**src/verilog/usatx_pkg.sv**
```systemverilog
package usatx_pkg;

  // ----------------------------------------------------------------
  // register map, byte addresses of 32-bit words
  // ----------------------------------------------------------------
  localparam int USATX_AW = 4;
  localparam logic [3:0] USATX_OFS_DATA = 4'h0;
  localparam logic [3:0] USATX_OFS_STATUS = 4'h4;
  localparam logic [3:0] USATX_OFS_CONTROL = 4'h8;
  localparam logic [3:0] USATX_OFS_BAUD = 4'hc;

  // status bit positions
  localparam int USATX_ST_BUF_EMPTY = 0;
  localparam int USATX_ST_TX_DONE = 1;
  localparam int USATX_ST_BUSY = 2;

  // ----------------------------------------------------------------
  // control word, bit 0 is tx_enable
  // ----------------------------------------------------------------
  typedef struct packed {
    logic [2:0] char_size;
    logic stop_bit_select;
    logic [1:0] parity_mode;
    logic sync_clock_polarity;
    logic sync_mode;
    logic double_speed_bit;
    logic tx_ninth_bit;
    logic tx_complete_irq_en;
    logic tx_buffer_empty_irq_en;
    logic tx_enable;
  } usatx_ctrl_t;

  localparam int USATX_CTRL_W = 13;
  localparam logic [12:0] USATX_CTRL_RST = 13'h0c00;
  localparam int USATX_BAUD_W = 12;
  localparam logic [11:0] USATX_BAUD_RST = 12'h000;

  // oversampling counts minus one per bit period
  localparam logic [3:0] USATX_OVS_NORMAL = 4'hf;
  localparam logic [3:0] USATX_OVS_DOUBLE = 4'h7;

  // character size codes
  localparam logic [2:0] USATX_SZ_5 = 3'h0;
  localparam logic [2:0] USATX_SZ_6 = 3'h1;
  localparam logic [2:0] USATX_SZ_7 = 3'h2;
  localparam logic [2:0] USATX_SZ_9 = 3'h7;

  // ----------------------------------------------------------------
  // frame states, gray along start-data-parity-stop
  // ----------------------------------------------------------------
  typedef enum logic [2:0] {
    USATX_IDLE = 3'b000,
    USATX_START = 3'b001,
    USATX_DATA = 3'b011,
    USATX_PARITY = 3'b010,
    USATX_STOP = 3'b110
  } usatx_state_t;

  // number of data bits for a size code; reserved codes act as 8
  function automatic logic [3:0] usatx_nbits(input logic [2:0] sz);
    case (sz)
      USATX_SZ_5: usatx_nbits = 4'h5;
      USATX_SZ_6: usatx_nbits = 4'h6;
      USATX_SZ_7: usatx_nbits = 4'h7;
      USATX_SZ_9: usatx_nbits = 4'h9;
      default: usatx_nbits = 4'h8;
    endcase
  endfunction : usatx_nbits

  // mask that keeps only the bits a frame will send
  function automatic logic [8:0] usatx_mask(input logic [2:0] sz);
    case (sz)
      USATX_SZ_5: usatx_mask = 9'h01f;
      USATX_SZ_6: usatx_mask = 9'h03f;
      USATX_SZ_7: usatx_mask = 9'h07f;
      USATX_SZ_9: usatx_mask = 9'h1ff;
      default: usatx_mask = 9'h0ff;
    endcase
  endfunction : usatx_mask

endpackage : usatx_pkg

```
**src/verilog/usatx_top.sv**
```systemverilog
`timescale 1ns/1ps
// Behaviour
// - enable hands data pin to transmitter output
// - sync mode times bits from transfer clock
// - data write fills buffer, starting transmission
// - buffer loads when idle or after stop
// - shifter sends frame at baud or clock
// - upper bits beyond character size ignored
// - buffer empty flag mirrors buffer state
// - empty interrupt held while flag set
// - data write clears buffer empty flag
// - complete flag sets when all sent
// - complete clears on service or one
// - complete interrupt requested when flag sets
// - parity inserted after data before stop
// - disable waits until buffer and shifter empty
// - disabled transmitter releases the data pin
// - start, data lsb first, parity, stop
// - parity is xor, inverted for odd
// - stop select picks one or two
// - polarity picks transfer clock change edge
module usatx_top
  import usatx_pkg::*;
(
  input wire logic i_mclk,
  input wire logic i_resetn,
  input wire logic [3:0] i_avs_address,
  input wire logic i_avs_read,
  input wire logic i_avs_write,
  input wire logic [31:0] i_avs_writedata,
  input wire logic [3:0] i_avs_byteenable,
  output logic [31:0] o_avs_readdata,
  output logic o_avs_waitrequest,
  input wire logic i_global_irq_en,
  input wire logic i_tx_done_irq_ack,
  input wire logic i_transfer_clock_pin,
  output logic o_txd,
  output logic o_txd_oe,
  output logic o_buf_empty_irq,
  output logic o_tx_done_irq
);

  // ----------------------------------------------------------------
  // declarations
  // ----------------------------------------------------------------
  usatx_ctrl_t ctrl_r;
  usatx_state_t state_r;
  logic [11:0] baud_r;
  logic phase_r;
  logic [31:0] rdata_r;
  logic buf_full_r;
  logic [8:0] buf_data_r;
  logic [8:0] shift_r;
  logic [3:0] bit_idx_r;
  logic stop_idx_r;
  logic parity_r;
  logic txd_r;
  logic tx_done_r;
  logic [11:0] baud_cnt_r;
  logic [3:0] ovs_cnt_r;
  logic xck_s1_r;
  logic xck_s2_r;
  logic xck_s3_r;
  logic wr_fire;
  logic data_wr;
  logic stat_wr;
  logic ctrl_wr;
  logic baud_wr;
  logic [3:0] ovs_lim;
  logic async_tick;
  logic sync_tick;
  logic tick;
  logic frame_end;
  logic load_idle;
  logic load;
  logic shifter_busy;
  logic [8:0] wr_char;
  logic [31:0] rd_mux;
  logic [31:0] ctrl_merged;
  logic [31:0] baud_merged;

  // merge a write word into an old word by byte lanes
  function automatic logic [31:0] be_merge(input logic [31:0] old_w,
                                           input logic [31:0] new_w,
                                           input logic [3:0] be);
    logic [31:0] res;
    res = old_w;
    for (int i = 0; i < 4; i++) begin
      if (be[i]) begin
        res[8*i +: 8] = new_w[8*i +: 8];
      end
    end
    return res;
  endfunction : be_merge

  // ----------------------------------------------------------------
  // avalon slave, one wait state on every access
  // ----------------------------------------------------------------
  // the fixed wait state lets read data come from a flop at the
  // edge where waitrequest is low
  assign o_avs_waitrequest = (i_avs_read | i_avs_write) & ~phase_r;
  assign wr_fire = i_avs_write & phase_r;
  // byte lane 0 carries the character; other lanes are ignored
  assign data_wr = wr_fire & (i_avs_address == USATX_OFS_DATA) &
                   i_avs_byteenable[0] & ctrl_r.tx_enable;
  assign stat_wr = wr_fire & (i_avs_address == USATX_OFS_STATUS) &
                   i_avs_byteenable[0];
  assign ctrl_wr = wr_fire & (i_avs_address == USATX_OFS_CONTROL);
  assign baud_wr = wr_fire & (i_avs_address == USATX_OFS_BAUD);
  assign ctrl_merged = be_merge({19'h00000, ctrl_r}, i_avs_writedata,
                                i_avs_byteenable);
  assign baud_merged = be_merge({20'h00000, baud_r}, i_avs_writedata,
                                i_avs_byteenable);
  assign o_avs_readdata = rdata_r;

  always_ff @(posedge i_mclk or negedge i_resetn) begin
    if (!i_resetn) begin
      phase_r <= 1'b0;
    end else begin
      phase_r <= (i_avs_read | i_avs_write) & ~phase_r;
    end
  end

  always_comb begin
    rd_mux = 32'h00000000;
    case (i_avs_address)
      USATX_OFS_STATUS: begin
        rd_mux[USATX_ST_BUF_EMPTY] = ~buf_full_r;
        rd_mux[USATX_ST_TX_DONE] = tx_done_r;
        rd_mux[USATX_ST_BUSY] = shifter_busy;
      end
      USATX_OFS_CONTROL: rd_mux = {19'h00000, ctrl_r};
      USATX_OFS_BAUD: rd_mux = {20'h00000, baud_r};
      default: rd_mux = 32'h00000000;
    endcase
  end

  always_ff @(posedge i_mclk or negedge i_resetn) begin
    if (!i_resetn) begin
      rdata_r <= 32'h00000000;
    end else if (i_avs_read & ~phase_r) begin
      rdata_r <= rd_mux;
    end
  end

  // ----------------------------------------------------------------
  // configuration registers
  // ----------------------------------------------------------------
  // format fields are used live; changing them mid-frame corrupts it
  // the divisor is picked up at an idle load or a divisor wrap
  always_ff @(posedge i_mclk or negedge i_resetn) begin
    if (!i_resetn) begin
      ctrl_r <= USATX_CTRL_RST;
    end else if (ctrl_wr) begin
      ctrl_r <= ctrl_merged[USATX_CTRL_W-1:0];
    end
  end

  always_ff @(posedge i_mclk or negedge i_resetn) begin
    if (!i_resetn) begin
      baud_r <= USATX_BAUD_RST;
    end else if (baud_wr) begin
      baud_r <= baud_merged[USATX_BAUD_W-1:0];
    end
  end

  // ----------------------------------------------------------------
  // bit timing
  // ----------------------------------------------------------------
  assign ovs_lim = ctrl_r.double_speed_bit ? USATX_OVS_DOUBLE :
                   USATX_OVS_NORMAL;
  // async_tick marks the last clock of a bit period
  assign async_tick = (baud_cnt_r == 12'h000) & (ovs_cnt_r == 4'h0);

  // period is (divisor + 1) * (ovs_lim + 1) clocks
  always_ff @(posedge i_mclk or negedge i_resetn) begin
    if (!i_resetn) begin
      baud_cnt_r <= 12'h000;
      ovs_cnt_r <= 4'h0;
    end else if (load_idle) begin
      baud_cnt_r <= baud_r;
      ovs_cnt_r <= ovs_lim;
    end else if (baud_cnt_r == 12'h000) begin
      baud_cnt_r <= baud_r;
      ovs_cnt_r <= (ovs_cnt_r == 4'h0) ? ovs_lim : ovs_cnt_r - 4'h1;
    end else begin
      baud_cnt_r <= baud_cnt_r - 12'h001;
    end
  end

  // transfer clock comes from the far end; synchronise, then edge
  always_ff @(posedge i_mclk or negedge i_resetn) begin
    if (!i_resetn) begin
      xck_s1_r <= 1'b0;
      xck_s2_r <= 1'b0;
      xck_s3_r <= 1'b0;
    end else begin
      xck_s1_r <= i_transfer_clock_pin;
      xck_s2_r <= xck_s1_r;
      xck_s3_r <= xck_s2_r;
    end
  end

  // polarity zero changes data on the rising edge, one on the falling
  assign sync_tick = ctrl_r.sync_clock_polarity ?
                     (~xck_s2_r & xck_s3_r) :
                     (xck_s2_r & ~xck_s3_r);
  assign tick = ctrl_r.sync_mode ? sync_tick : async_tick;

  // ----------------------------------------------------------------
  // transmit buffer
  // ----------------------------------------------------------------
  assign wr_char = {ctrl_r.tx_ninth_bit, i_avs_writedata[7:0]} &
                   usatx_mask(ctrl_r.char_size);
  assign frame_end = tick & (state_r == USATX_STOP) &
                     ~(ctrl_r.stop_bit_select & ~stop_idx_r);
  // in sync mode an idle load waits for a change edge so the start
  // bit is a whole clock period long
  assign load_idle = buf_full_r & (state_r == USATX_IDLE) &
                     (~ctrl_r.sync_mode | sync_tick);
  assign load = load_idle | (buf_full_r & frame_end);

  // a write while full overwrites the waiting character; software
  // must poll the empty flag or use its interrupt
  always_ff @(posedge i_mclk or negedge i_resetn) begin
    if (!i_resetn) begin
      buf_full_r <= 1'b0;
      buf_data_r <= 9'h000;
    end else if (data_wr) begin
      buf_full_r <= 1'b1;
      buf_data_r <= wr_char;
    end else if (load) begin
      buf_full_r <= 1'b0;
    end
  end

  // ----------------------------------------------------------------
  // frame sequencer
  // ----------------------------------------------------------------
  // txd_r is a flop so the pin never glitches between bits
  // the ninth bit rides in shift_r[8]; reserved sizes send eight bits
  always_ff @(posedge i_mclk or negedge i_resetn) begin
    if (!i_resetn) begin
      state_r <= USATX_IDLE;
      shift_r <= 9'h000;
      bit_idx_r <= 4'h0;
      stop_idx_r <= 1'b0;
      parity_r <= 1'b0;
      txd_r <= 1'b1;
    end else if (load) begin
      state_r <= USATX_START;
      shift_r <= buf_data_r;
      parity_r <= ^buf_data_r ^ ctrl_r.parity_mode[0];
      bit_idx_r <= 4'h0;
      stop_idx_r <= 1'b0;
      txd_r <= 1'b0;
    end else if (tick) begin
      case (state_r)
        USATX_START: begin
          state_r <= USATX_DATA;
          txd_r <= shift_r[0];
          shift_r <= {1'b0, shift_r[8:1]};
          bit_idx_r <= 4'h1;
        end
        USATX_DATA: begin
          if (bit_idx_r == usatx_nbits(ctrl_r.char_size)) begin
            if (ctrl_r.parity_mode[1]) begin
              state_r <= USATX_PARITY;
              txd_r <= parity_r;
            end else begin
              state_r <= USATX_STOP;
              txd_r <= 1'b1;
            end
          end else begin
            txd_r <= shift_r[0];
            shift_r <= {1'b0, shift_r[8:1]};
            bit_idx_r <= bit_idx_r + 4'h1;
          end
        end
        USATX_PARITY: begin
          state_r <= USATX_STOP;
          txd_r <= 1'b1;
        end
        USATX_STOP: begin
          if (ctrl_r.stop_bit_select & ~stop_idx_r) begin
            stop_idx_r <= 1'b1;
          end else begin
            state_r <= USATX_IDLE;
          end
          txd_r <= 1'b1;
        end
        default: begin
          state_r <= USATX_IDLE;
          txd_r <= 1'b1;
        end
      endcase
    end
  end

  // ----------------------------------------------------------------
  // transmit complete flag
  // ----------------------------------------------------------------
  // a frame ending in the clearing cycle still sets the flag
  // the ack pulse comes from the interrupt side when it is serviced
  always_ff @(posedge i_mclk or negedge i_resetn) begin
    if (!i_resetn) begin
      tx_done_r <= 1'b0;
    end else if (frame_end & ~buf_full_r) begin
      tx_done_r <= 1'b1;
    end else if (i_tx_done_irq_ack |
                 (stat_wr & i_avs_writedata[USATX_ST_TX_DONE])) begin
      tx_done_r <= 1'b0;
    end
  end

  // ----------------------------------------------------------------
  // pins
  // ----------------------------------------------------------------
  // busy covers start through last stop; a full buffer alone is not
  assign shifter_busy = (state_r != USATX_IDLE);
  // disabling only drops the pin once buffer and shifter are empty
  assign o_txd_oe = ctrl_r.tx_enable | buf_full_r |
                    shifter_busy;
  assign o_txd = txd_r;

  // ----------------------------------------------------------------
  // interrupt requests
  // ----------------------------------------------------------------
  // both are levels; the empty request repeats until served or masked
  assign o_buf_empty_irq = i_global_irq_en & ~buf_full_r &
                           ctrl_r.tx_buffer_empty_irq_en;
  assign o_tx_done_irq = i_global_irq_en & tx_done_r &
                         ctrl_r.tx_complete_irq_en;

endmodule : usatx_top

```
**config.mk**
```make
export PLATFORM = sky130hd
export DESIGN_NAME = usatx_top
export DESIGN_NICKNAME = d
export VERILOG_FILES = /design/src/verilog/usatx_pkg.sv /design/src/verilog/usatx_top.sv
export SDC_FILE = /design/constraint.sdc
export NUM_CORES = 1
export LEC_CHECK = 0
export BUFFER_PORTS_ARGS = -buffer_cell sky130_fd_sc_hd__buf_2
export CORE_MARGIN = 2
export CORE_UTILIZATION = 60
export CTS_CLUSTER_DIAMETER = 200
export CTS_CLUSTER_SIZE = 10
export DETAILED_ROUTE_END_ITERATION = 16
export PLACE_DENSITY_LB_ADDON = 0.25
export SETUP_SLACK_MARGIN = 0.02
export SLEW_MARGIN = 10
export SYNTH_ARGS = -nofsm -noshare
export SYNTH_HDL_FRONTEND = slang
export SYNTH_SLANG_ARGS = --single-unit
```
**constraint.sdc**
```tcl
create_clock -name i_mclk -period 3.8 [get_ports i_mclk]
set_input_delay 1.14 -clock i_mclk [delete_from_list [all_inputs] [get_ports i_mclk]]
set_output_delay 1.14 -clock i_mclk [all_outputs]
set_load 0.03 [all_outputs]
```
==> impl_metrics.yaml, run 1 <==
sta:
  rsz0062_at_grt: "no"
  tightest_slew_ns: 0.960
  fmax_mhz: 338
  finalCritPeriodShare_pct: 77.8
  slew_viol_final: 0
  holdWs_ns: 0.379
  post-route-min-period_ns: 2.96
  hold_viol_final: 0
  fin_setup_tns_ns: 0
  setup_viol: 0
  fin_skew_ns: 0.0113
  max_slew_margin_pct: 35.9
logic_synthesis:
  ys_types: 58
  synth_area_leader_cell: "dfrtp_1"
  ys_seq_area_share_pct: 50.2
  synth_top_area_share_pct: 48.4
  synth_area_leaders: "dfrtp_1 48%, mux2_2 7.7%, nor2_1 3.8%"
  avgSynthCellArea_um2: 10.5
  synth_most_common_cell: "dfrtp_1"
  synthArstFlopShare_pct: 100
  synth_edf_count: 0
  synth-seq-cells: 88
  synth_area_mm2: 0.00440
  synth_commonest_cells: "85 x dfrtp_1, 44 x nor2_1, 39 x nand2_1"
  synthFlopType: "dfrtp_1"
  yosysWarnings: 0
  syn_inst: 420
cells_and_area:
  drive_gt1_share_pct: 23.7
  fin_area_mm2: 0.00487
  nets: 515
  area_growth_pct: 10.8
  antennaDiodeCount: 0
critical_path:
  worstPathBufferInverterCount: 1
  rr_worst_depth: 8
  cpLargestDelayFamily: "compound AO/OA/AOI/OAI gates"
  critPathMaxStageDelay_ns: 0.77
  worstPathCellList: "inv_1, ha_1, nor2b_1, nand4_2, o31a_1, a211oi_2, nor2_1, a221o_1"
  slowest_stage: "a211oi_2"
  cp.arrival_ns: 3.19
  crit_cells: 8
  crit_type: "flip-flop to flip-flop"
  end_kind: "flip-flop"
  cp-start-kind: "flip-flop"
  crit_fanout: 11
  cp.required_ns: 4.04
routing:
  dr.pass1.iters: 4
  drt_iter0_markers: 174
  drcViolationCount: 0
  wire_per_inst_um: 15.6
  ant_nets: 0
  via_per_inst: 5.66
  drt-total-wl_um: 8850
  num_vias: 3209
job:
  max-cap-violations: 0
die:
  dieArea_mm2: 0.00803
  io_pins: 84
  die_h_um: 89.6
  start_util_pct: 61.3
  die_x_um: 89.6
  coreArea_mm2: 0.00718
  std_cell_rows: 31
global_route:
  use_met1_pct: 35.0
  grt_pass1_wl_um: 14500
  track_usage_pct: 24.2
  grt_antenna_before_repair: 0
  grt_overflow: 0
  grt_use_met2_pct: 37.3
  grt_pass1_vias: 2942
  gr-usage-met3_pct: 2.93
  grt_start_max_net_pins: 55
  grt-busiest-layer: "met2"
power:
  p_leak_nw: 2.26
  p_per_area_mw_per_mm2: 513
  ir_drop_uv: 261
cts:
  cts_tree: "done"
  clk_pin_slew_ns: 0.09
  cts.sinks: 88
  cts_root_buf: "clkbuf_8"
  postCtsSetupBuffers: 0
  cts_buffers: 9
  cts_resized: 0
  clockBufferDepth: 2
  h-tree-depth: 3
  clock_insertion_delay_worst_skew_ns: 0.35
  ctsHoldBuffers: 0
place:
  portBuffers: 43
  globalplace.congestion: 0.904
  placed_cell_area_mm2: 0.00462
  dp_hpwl_um: 6470
run_status:
  status: "finished clean"
worst_hold_path:
  hold_path.class: "flip-flop to flip-flop"
  hold_depth: 0
metal layers:
layer / up-vias / part of all wire (%) / wire [um]
met5: - / 0 / 0
met4: 0 / 1.6 / 142
met3: 11 / 5.4 / 474
met2: 100 / 48 / 4240
met1: 1559 / 45 / 4000
li1: 1539 / - / -
layout make-up:
class / instances / area, um^2
sequential: 88 / 2210
tap: 99 / 124
clock inverter: 5 / 104
clock buffer: 11 / 141
fill: 563 / 2310
timing repair buffer: 50 / 270
multi-input combinational: 305 / 1990
inverter: 9 / 33.8
through the flow:
stage / util [%] / worst slack, ns / cells / total power (W)
final: 67.8 / 0.844 / 567 / 0.00250
after global routing: 67.8 / 0.628 / 567 / 0.00264
after CTS: 67.8 / 0.820 / 567 / 0.00252
after detailed placement: 64.4 / 0.861 / 551 / 0.00174
after global placement: 64.4 / 0.896 / 551 / 0.00172
after floorplan: - / 1.07 / 438 / 0.00162
state kept, by name (all words and copies together), names as in the netlist, 3 cells and up:
| register | cells |
|---|---|
| baud_r | 12 |
| state_r | 3 |
| ctrl_r | 13 |
| buf_data_r | 9 |
| o_avs_readdata | 13 |
| ovs_cnt_r | 4 |
| baud_cnt_r | 12 |
| bit_idx_r | 4 |
| shift_r | 9 |
final timing paths:
check / from / slack (ns) / end
max reg2reg: baud_cnt_r[0] / 0.84 / bit_idx_r[2]
min reg2reg: xck_s1_r / 0.38 / xck_s2_r
max in group asynchronous: i_resetn / 2.23 / ctrl_r[7]
min: xck_s1_r / 0.38 / xck_s2_r
max: baud_cnt_r[0] / 0.84 / bit_idx_r[2]
min in group asynchronous: i_resetn / 0.83 / bit_idx_r[3]
cell families after synthesis:
logic type / after synthesis / share of synthesized area (%)
AOI/OAI and AO/OA: 93 / 13.9
xor gates and xnor gates: 20 / 3.99
adders and majority gates: 5 / 1.42
buffers and inverters: 45 / 6.09
DFF: 88 / 50.2
muxes: 40 / 9.96
other: 1 / 0.0853
and+or+nand+nor: 128 / 14.4
power breakdown:
part	internal (W)	leakage (nW)	switching, W
Combinational	0.000217	0.994	0.000252
Sequential	0.00108	1.15	0.000173
Clock	0.000455	0.124	0.000319
Total	0.00176	2.26	0.000743
cells in the final DEF, fill, tap and decap left out, types with 5 or more instances in the layout:
master	instances
xnor2_1	16
mux2_2	30
inv_1	9
ha_1	5
nor3_1	5
buf_4	8
dfrtp_1	85
nand2_1	39
clkbuf_8	10
nor2_1	44
a22o_1	5
conb_1	19
a22oi_1	10
o21ai_1	5
mux2i_1	10
o21ai_0	19
nand3_1	10
buf_2	42
a21oi_1	28
No activity file was read; power rests on OpenSTA's default activity.
==> run 2, diff against run 1 <==
--- a/config.mk
+++ b/config.mk
@@ -7,7 +7,7 @@
 export LEC_CHECK = 0
 export BUFFER_PORTS_ARGS = -buffer_cell sky130_fd_sc_hd__buf_2
 export CORE_MARGIN = 2
-export CORE_UTILIZATION = 60
+export CORE_UTILIZATION = 55
 export CTS_CLUSTER_DIAMETER = 200
 export CTS_CLUSTER_SIZE = 10
 export DETAILED_ROUTE_END_ITERATION = 16
==> constraint.sdc (replaced) <==
create_clock -name i_mclk -period 2.9 [get_ports i_mclk]
set_input_delay 0.87 -clock i_mclk [delete_from_list [all_inputs] [get_ports i_mclk]]
set_output_delay 0.87 -clock i_mclk [all_outputs]
set_load 0.03 [all_outputs]
==> impl_metrics.yaml, run 2 (synthesis results as in run 1) <==
power:
  power_frac_seq_pct: 54.4
  p_leak_nw: 2.25
  ir_drop_uv: 316
  p_clk_share_pct: 25.1
  switching_power_w: 0.00102
  p_per_area_mw_per_mm2: 625
  power.share.switching_pct: 33.5
  combPwrFrac_pct: 20.6
  power.internal_w: 0.00202
sta:
  postLayoutSetupSlackWorst_ns: 0.257
  finalCritPeriodShare_pct: 91.1
  setup_viol: 0
  max_slew_margin_pct: 54.5
  fmax_mhz: 378
  post-route-min-period_ns: 2.64
  fin_skew_ns: 0.0140
  slew_viol_final: 0
  holdWs_ns: 0.354
  rsz0062_at_grt: "no"
  tightest_slew_ns: 0.680
  fin_setup_tns_ns: 0
  hold_viol_final: 0
cts:
  cts_tree: "done"
  cts.sinks: 88
  clock_insertion_delay_worst_skew_ns: 0.36
  clockBufferDepth: 2
  clk_pin_slew_ns: 0.10
  h-tree-depth: 3
  postCtsSetupBuffers: 0
  cts_root_buf: "clkbuf_8"
  cts_buffers: 9
  ctsHoldBuffers: 0
cells_and_area:
  nets: 520
  area_growth_pct: 10.4
  mostFrequentLayoutCells: "85 x dfrtp_1, 44 x nor2_1, 42 x buf_2, 39 x nand2_1, 30 x mux2_2"
  drive_gt1_share_pct: 24.6
  antennaDiodeCount: 0
  final_common_cell: "dfrtp_1"
global_route:
  use_met1_pct: 31.3
  grt_start_max_net_pins: 69
  grt_antenna_before_repair: 0
  grt-busiest-layer: "met2"
  grt_use_met2_pct: 37.1
  grt_pass1_vias: 3132
  track_usage_pct: 23.1
  gr-usage-met3_pct: 4.83
  grt_overflow: 0
  grt_pass1_wl_um: 15300
routing:
  num_vias: 3223
  dr.pass1.iters: 4
  drcViolationCount: 0
  wire_per_inst_um: 16.1
  drt_iter0_markers: 115
  drt-total-wl_um: 9220
  via_per_inst: 5.61
  ant_nets: 0
die:
  io_pins: 84
  std_cell_rows: 32
  start_util_pct: 56.9
  die_h_um: 93.4
  die_x_um: 93.4
  dieArea_mm2: 0.00872
  coreArea_mm2: 0.00773
run_status:
  status: "finished clean"
worst_hold_path:
  hold_path.class: "flip-flop to flip-flop"
critical_path:
  cp-start-kind: "flip-flop"
  cp.arrival_ns: 2.89
  cp.required_ns: 3.15
  end_kind: "flip-flop"
  crit_type: "flip-flop to flip-flop"
  crit_fanout: 11
place:
  globalplace.congestion: 0.847
  dp_slack_ns: 0.0547
  portBuffers: 43
  dp_hpwl_um: 6770
job:
  max-cap-violations: 0
## run 2: path summary, 6_finish.rpt
check / slack, ns / from / cells past startpoint / end
setup / recovery: 0.26 / baud_cnt_r[0] / 8 / bit_idx_r[2]
hold / removal: 0.35 / xck_s1_r / 0 / xck_s2_r
setup reg to reg: 0.26 / baud_cnt_r[0] / 8 / bit_idx_r[2]
hold reg to reg: 0.35 / xck_s1_r / 0 / xck_s2_r
min in group asynchronous: 0.39 / i_resetn / 1 / buf_data_r[2]
max in group asynchronous: 1.81 / i_resetn / 2 / ctrl_r[10]
## run 2: final cells by class
| class | count | area, um^2 |
|---|---|---|
| Fill cell | 646 | 2870 |
| Inverter | 9 | 33.8 |
| Clock buffer | 9 | 124 |
| Multi-Input combinational cell | 305 | 2000 |
| Clock inverter | 6 | 45.0 |
| Tap cell | 102 | 128 |
| Timing Repair Buffer | 55 | 320 |
| Sequential cell | 88 | 2210 |
## run 2: worst max-delay path, stage by stage (launching register included)
cell and delay, ns:
dfrtp_1 0.41, inv_1 0.11, ha_1 0.17, nor2b_1 0.18, nand4_2 0.14, o31a_1 0.38, a211oi_4 0.57, nor2_1 0.18
a221o_1 0.38
## run 2: metal layers
layer  wire, um  vias up
met4        170        0
met2       4500      104
met3        600       15
li1           -     1546
met1       3940     1558
met5          0        -
## run 2: power groups by stage
stage                     Sequential, W  Clock (W)  Combinational [W]
after floorplan                 0.00161          0           0.000510
after global placement          0.00165          0           0.000605
after detailed placement        0.00167          0           0.000625
after CTS                       0.00164   0.000771           0.000627
after global routing            0.00168   0.000826           0.000701
final                           0.00165   0.000760           0.000624
## run 2: repair_timing
item,4_1_cts,5_1_grt
endpoints found under the hold margin,0,0
gates resized for setup,0,1
setup endpoints to repair,0,5
## run 2: through the flow
stage | cells | instance area (um^2) | util, % | power, W
after floorplan | 438 | 4460 | - | 0.00212
after global placement | 559 | 4680 | 60.5 | 0.00226
after detailed placement | 559 | 4680 | 60.5 | 0.00229
after CTS | 574 | 4850 | 62.7 | 0.00304
after global routing | 574 | 4850 | 62.8 | 0.00321
final | 574 | 4850 | 62.8 | 0.00303
==> run 3, diff against run 2 <==
==> constraint.sdc (replaced) <==
create_clock -name i_mclk -period 2.8 [get_ports i_mclk]
set_input_delay 0.84 -clock i_mclk [delete_from_list [all_inputs] [get_ports i_mclk]]
set_output_delay 0.84 -clock i_mclk [all_outputs]
set_load 0.03 [all_outputs]
==> impl_metrics.yaml, run 3 (synthesis results as in run 1) <==
cts:
  clk_pin_slew_ns: 0.09
  cts_resized: 0
  cts_buffers: 9
  cts_tree: "done"
  cts.sinks: 88
  clockBufferDepth: 2
  cts_root_buf: "clkbuf_8"
  ctsHoldBuffers: 0
  postCtsSetupBuffers: 0
  clock_insertion_delay_worst_skew_ns: 0.36
  h-tree-depth: 3
critical_path:
  cp.arrival_ns: 1.67
  r2r-end: "shift_r[5]"
  crit_fanout: 12
  worstPathCellList: "nor3_1, nand2_1, buf_2"
  reg2reg_slack_ns: 0.37
  crit_type: "flip-flop to output pin"
  cp-start-kind: "flip-flop"
  startpoint: "state_r[1]"
  critPathMaxStageDelay_ns: 0.52
  rr_worst_depth: 7
  worstPathBufferInverterCount: 1
  r2r-start: "ctrl_r[10]"
  crit_path_end: "o_txd_oe"
  cpLargestDelayFamily: "simple AND/OR/NAND/NOR gates"
  slowest_stage: "nor3_1"
  end_kind: "output pin"
  crit_cells: 3
  cp.required_ns: 1.96
routing:
  via_per_inst: 5.60
  drt-total-wl_um: 9070
  wire_per_inst_um: 15.8
  dr.pass1.iters: 6
  ant_nets: 0
  num_vias: 3222
  drt_iter0_markers: 180
  drcViolationCount: 0
cells_and_area:
  drive_gt1_share_pct: 24.5
  mostFrequentLayoutCells: "85 x dfrtp_1, 44 x nor2_1, 42 x buf_2, 39 x nand2_1, 30 x mux2_2"
  area_growth_pct: 10.8
  nets: 520
  antennaDiodeCount: 0
  final_common_cell: "dfrtp_1"
sta:
  max_slew_margin_pct: 62.1
  setup_viol: 0
  finalCritPeriodShare_pct: 89.6
  hold_viol_final: 0
  post-route-min-period_ns: 2.51
  fin_setup_tns_ns: 0
  rsz0062_at_grt: "no"
  tightest_slew_ns: 0.567
  fmax_mhz: 398
  fin_skew_ns: 0.0116
  slew_viol_final: 0
global_route:
  grt_pass1_wl_um: 14900
  grt_antenna_before_repair: 0
  grt_start_max_net_pins: 50
  track_usage_pct: 22.3
  grt_overflow: 0
  grt_pass1_vias: 3073
worst_hold_path:
  hold_path.class: "flip-flop to flip-flop"
job:
  max-cap-violations: 0
power:
  ir_drop_uv: 419
  p_leak_nw: 2.26
  power_w: 0.00324
  p_per_area_mw_per_mm2: 665
die:
  die_x_um: 93.4
  std_cell_rows: 32
  start_util_pct: 56.9
  io_pins: 84
  die_h_um: 93.4
  coreArea_mm2: 0.00773
  dieArea_mm2: 0.00872
place:
  globalplace.congestion: 0.821
  dp_hpwl_um: 6810
  portBuffers: 43
run_status:
  status: "finished clean"
[run 3: cell count changes in the layout (fill, tap and decap cells not counted), sizes merged]
cell,previous run,this run
bufinv,0,1
clkinvlp,3,2
clkbuf,9,10
[run 3: worst min path at each step]
stage | start | to | slack [ns] | depth (start not counted)
detailed placement | xck_s1_r | xck_s2_r | 0.36 | 0
finish | xck_s1_r | xck_s2_r | 0.37 | 0
floorplan | xck_s1_r | xck_s2_r | 0.33 | 0
global placement | xck_s1_r | xck_s2_r | 0.33 | 0
CTS | xck_s1_r | xck_s2_r | 0.38 | 0
global route | xck_s1_r | xck_s2_r | 0.38 | 0
[run 3: cell type report]
type / instances / area, um^2
inverters: 9 / 33.8
repair buffers: 55 / 320
clock buffers: 10 / 128
clock inverters: 6 / 67.6
multi-input cells: 305 / 1990
flip-flops and latches: 88 / 2210
fillers: 657 / 2860
well taps: 102 / 128
[run 3: through the flow]
step / std cells / worst slack [ns] / util (%) / hold slack [ns] / cell area (um^2)
after floorplan: 438 / 0.522 / - / 0.331 / 4460
after global placement: 559 / 0.435 / 60.5 / 0.335 / 4680
after detailed placement: 559 / 0.399 / 60.5 / 0.359 / 4680
after CTS: 575 / 0.291 / 63.1 / 0.377 / 4870
after global routing: 575 / 0.133 / 63.1 / 0.378 / 4870
final: 575 / 0.290 / 63.1 / 0.371 / 4870
[run 3: where the power goes]
group | internal [W] | switching (W) | leakage [nW]
Sequential | 0.00147 | 0.000232 | 1.15
Combinational | 0.000301 | 0.000350 | 1.03
Clock | 0.000418 | 0.000467 | 0.0933
Total | 0.00219 | 0.00105 | 2.26
[run 3: per-layer routing]
layer	GRT usage (%)	share of wire, %	vias to the layer above
met5	0	0	-
met4	7.60	1.3	0
met3	3.22	4.4	10
met2	37.3	50	89
met1	30.1	45	1579
li1	-	-	1544
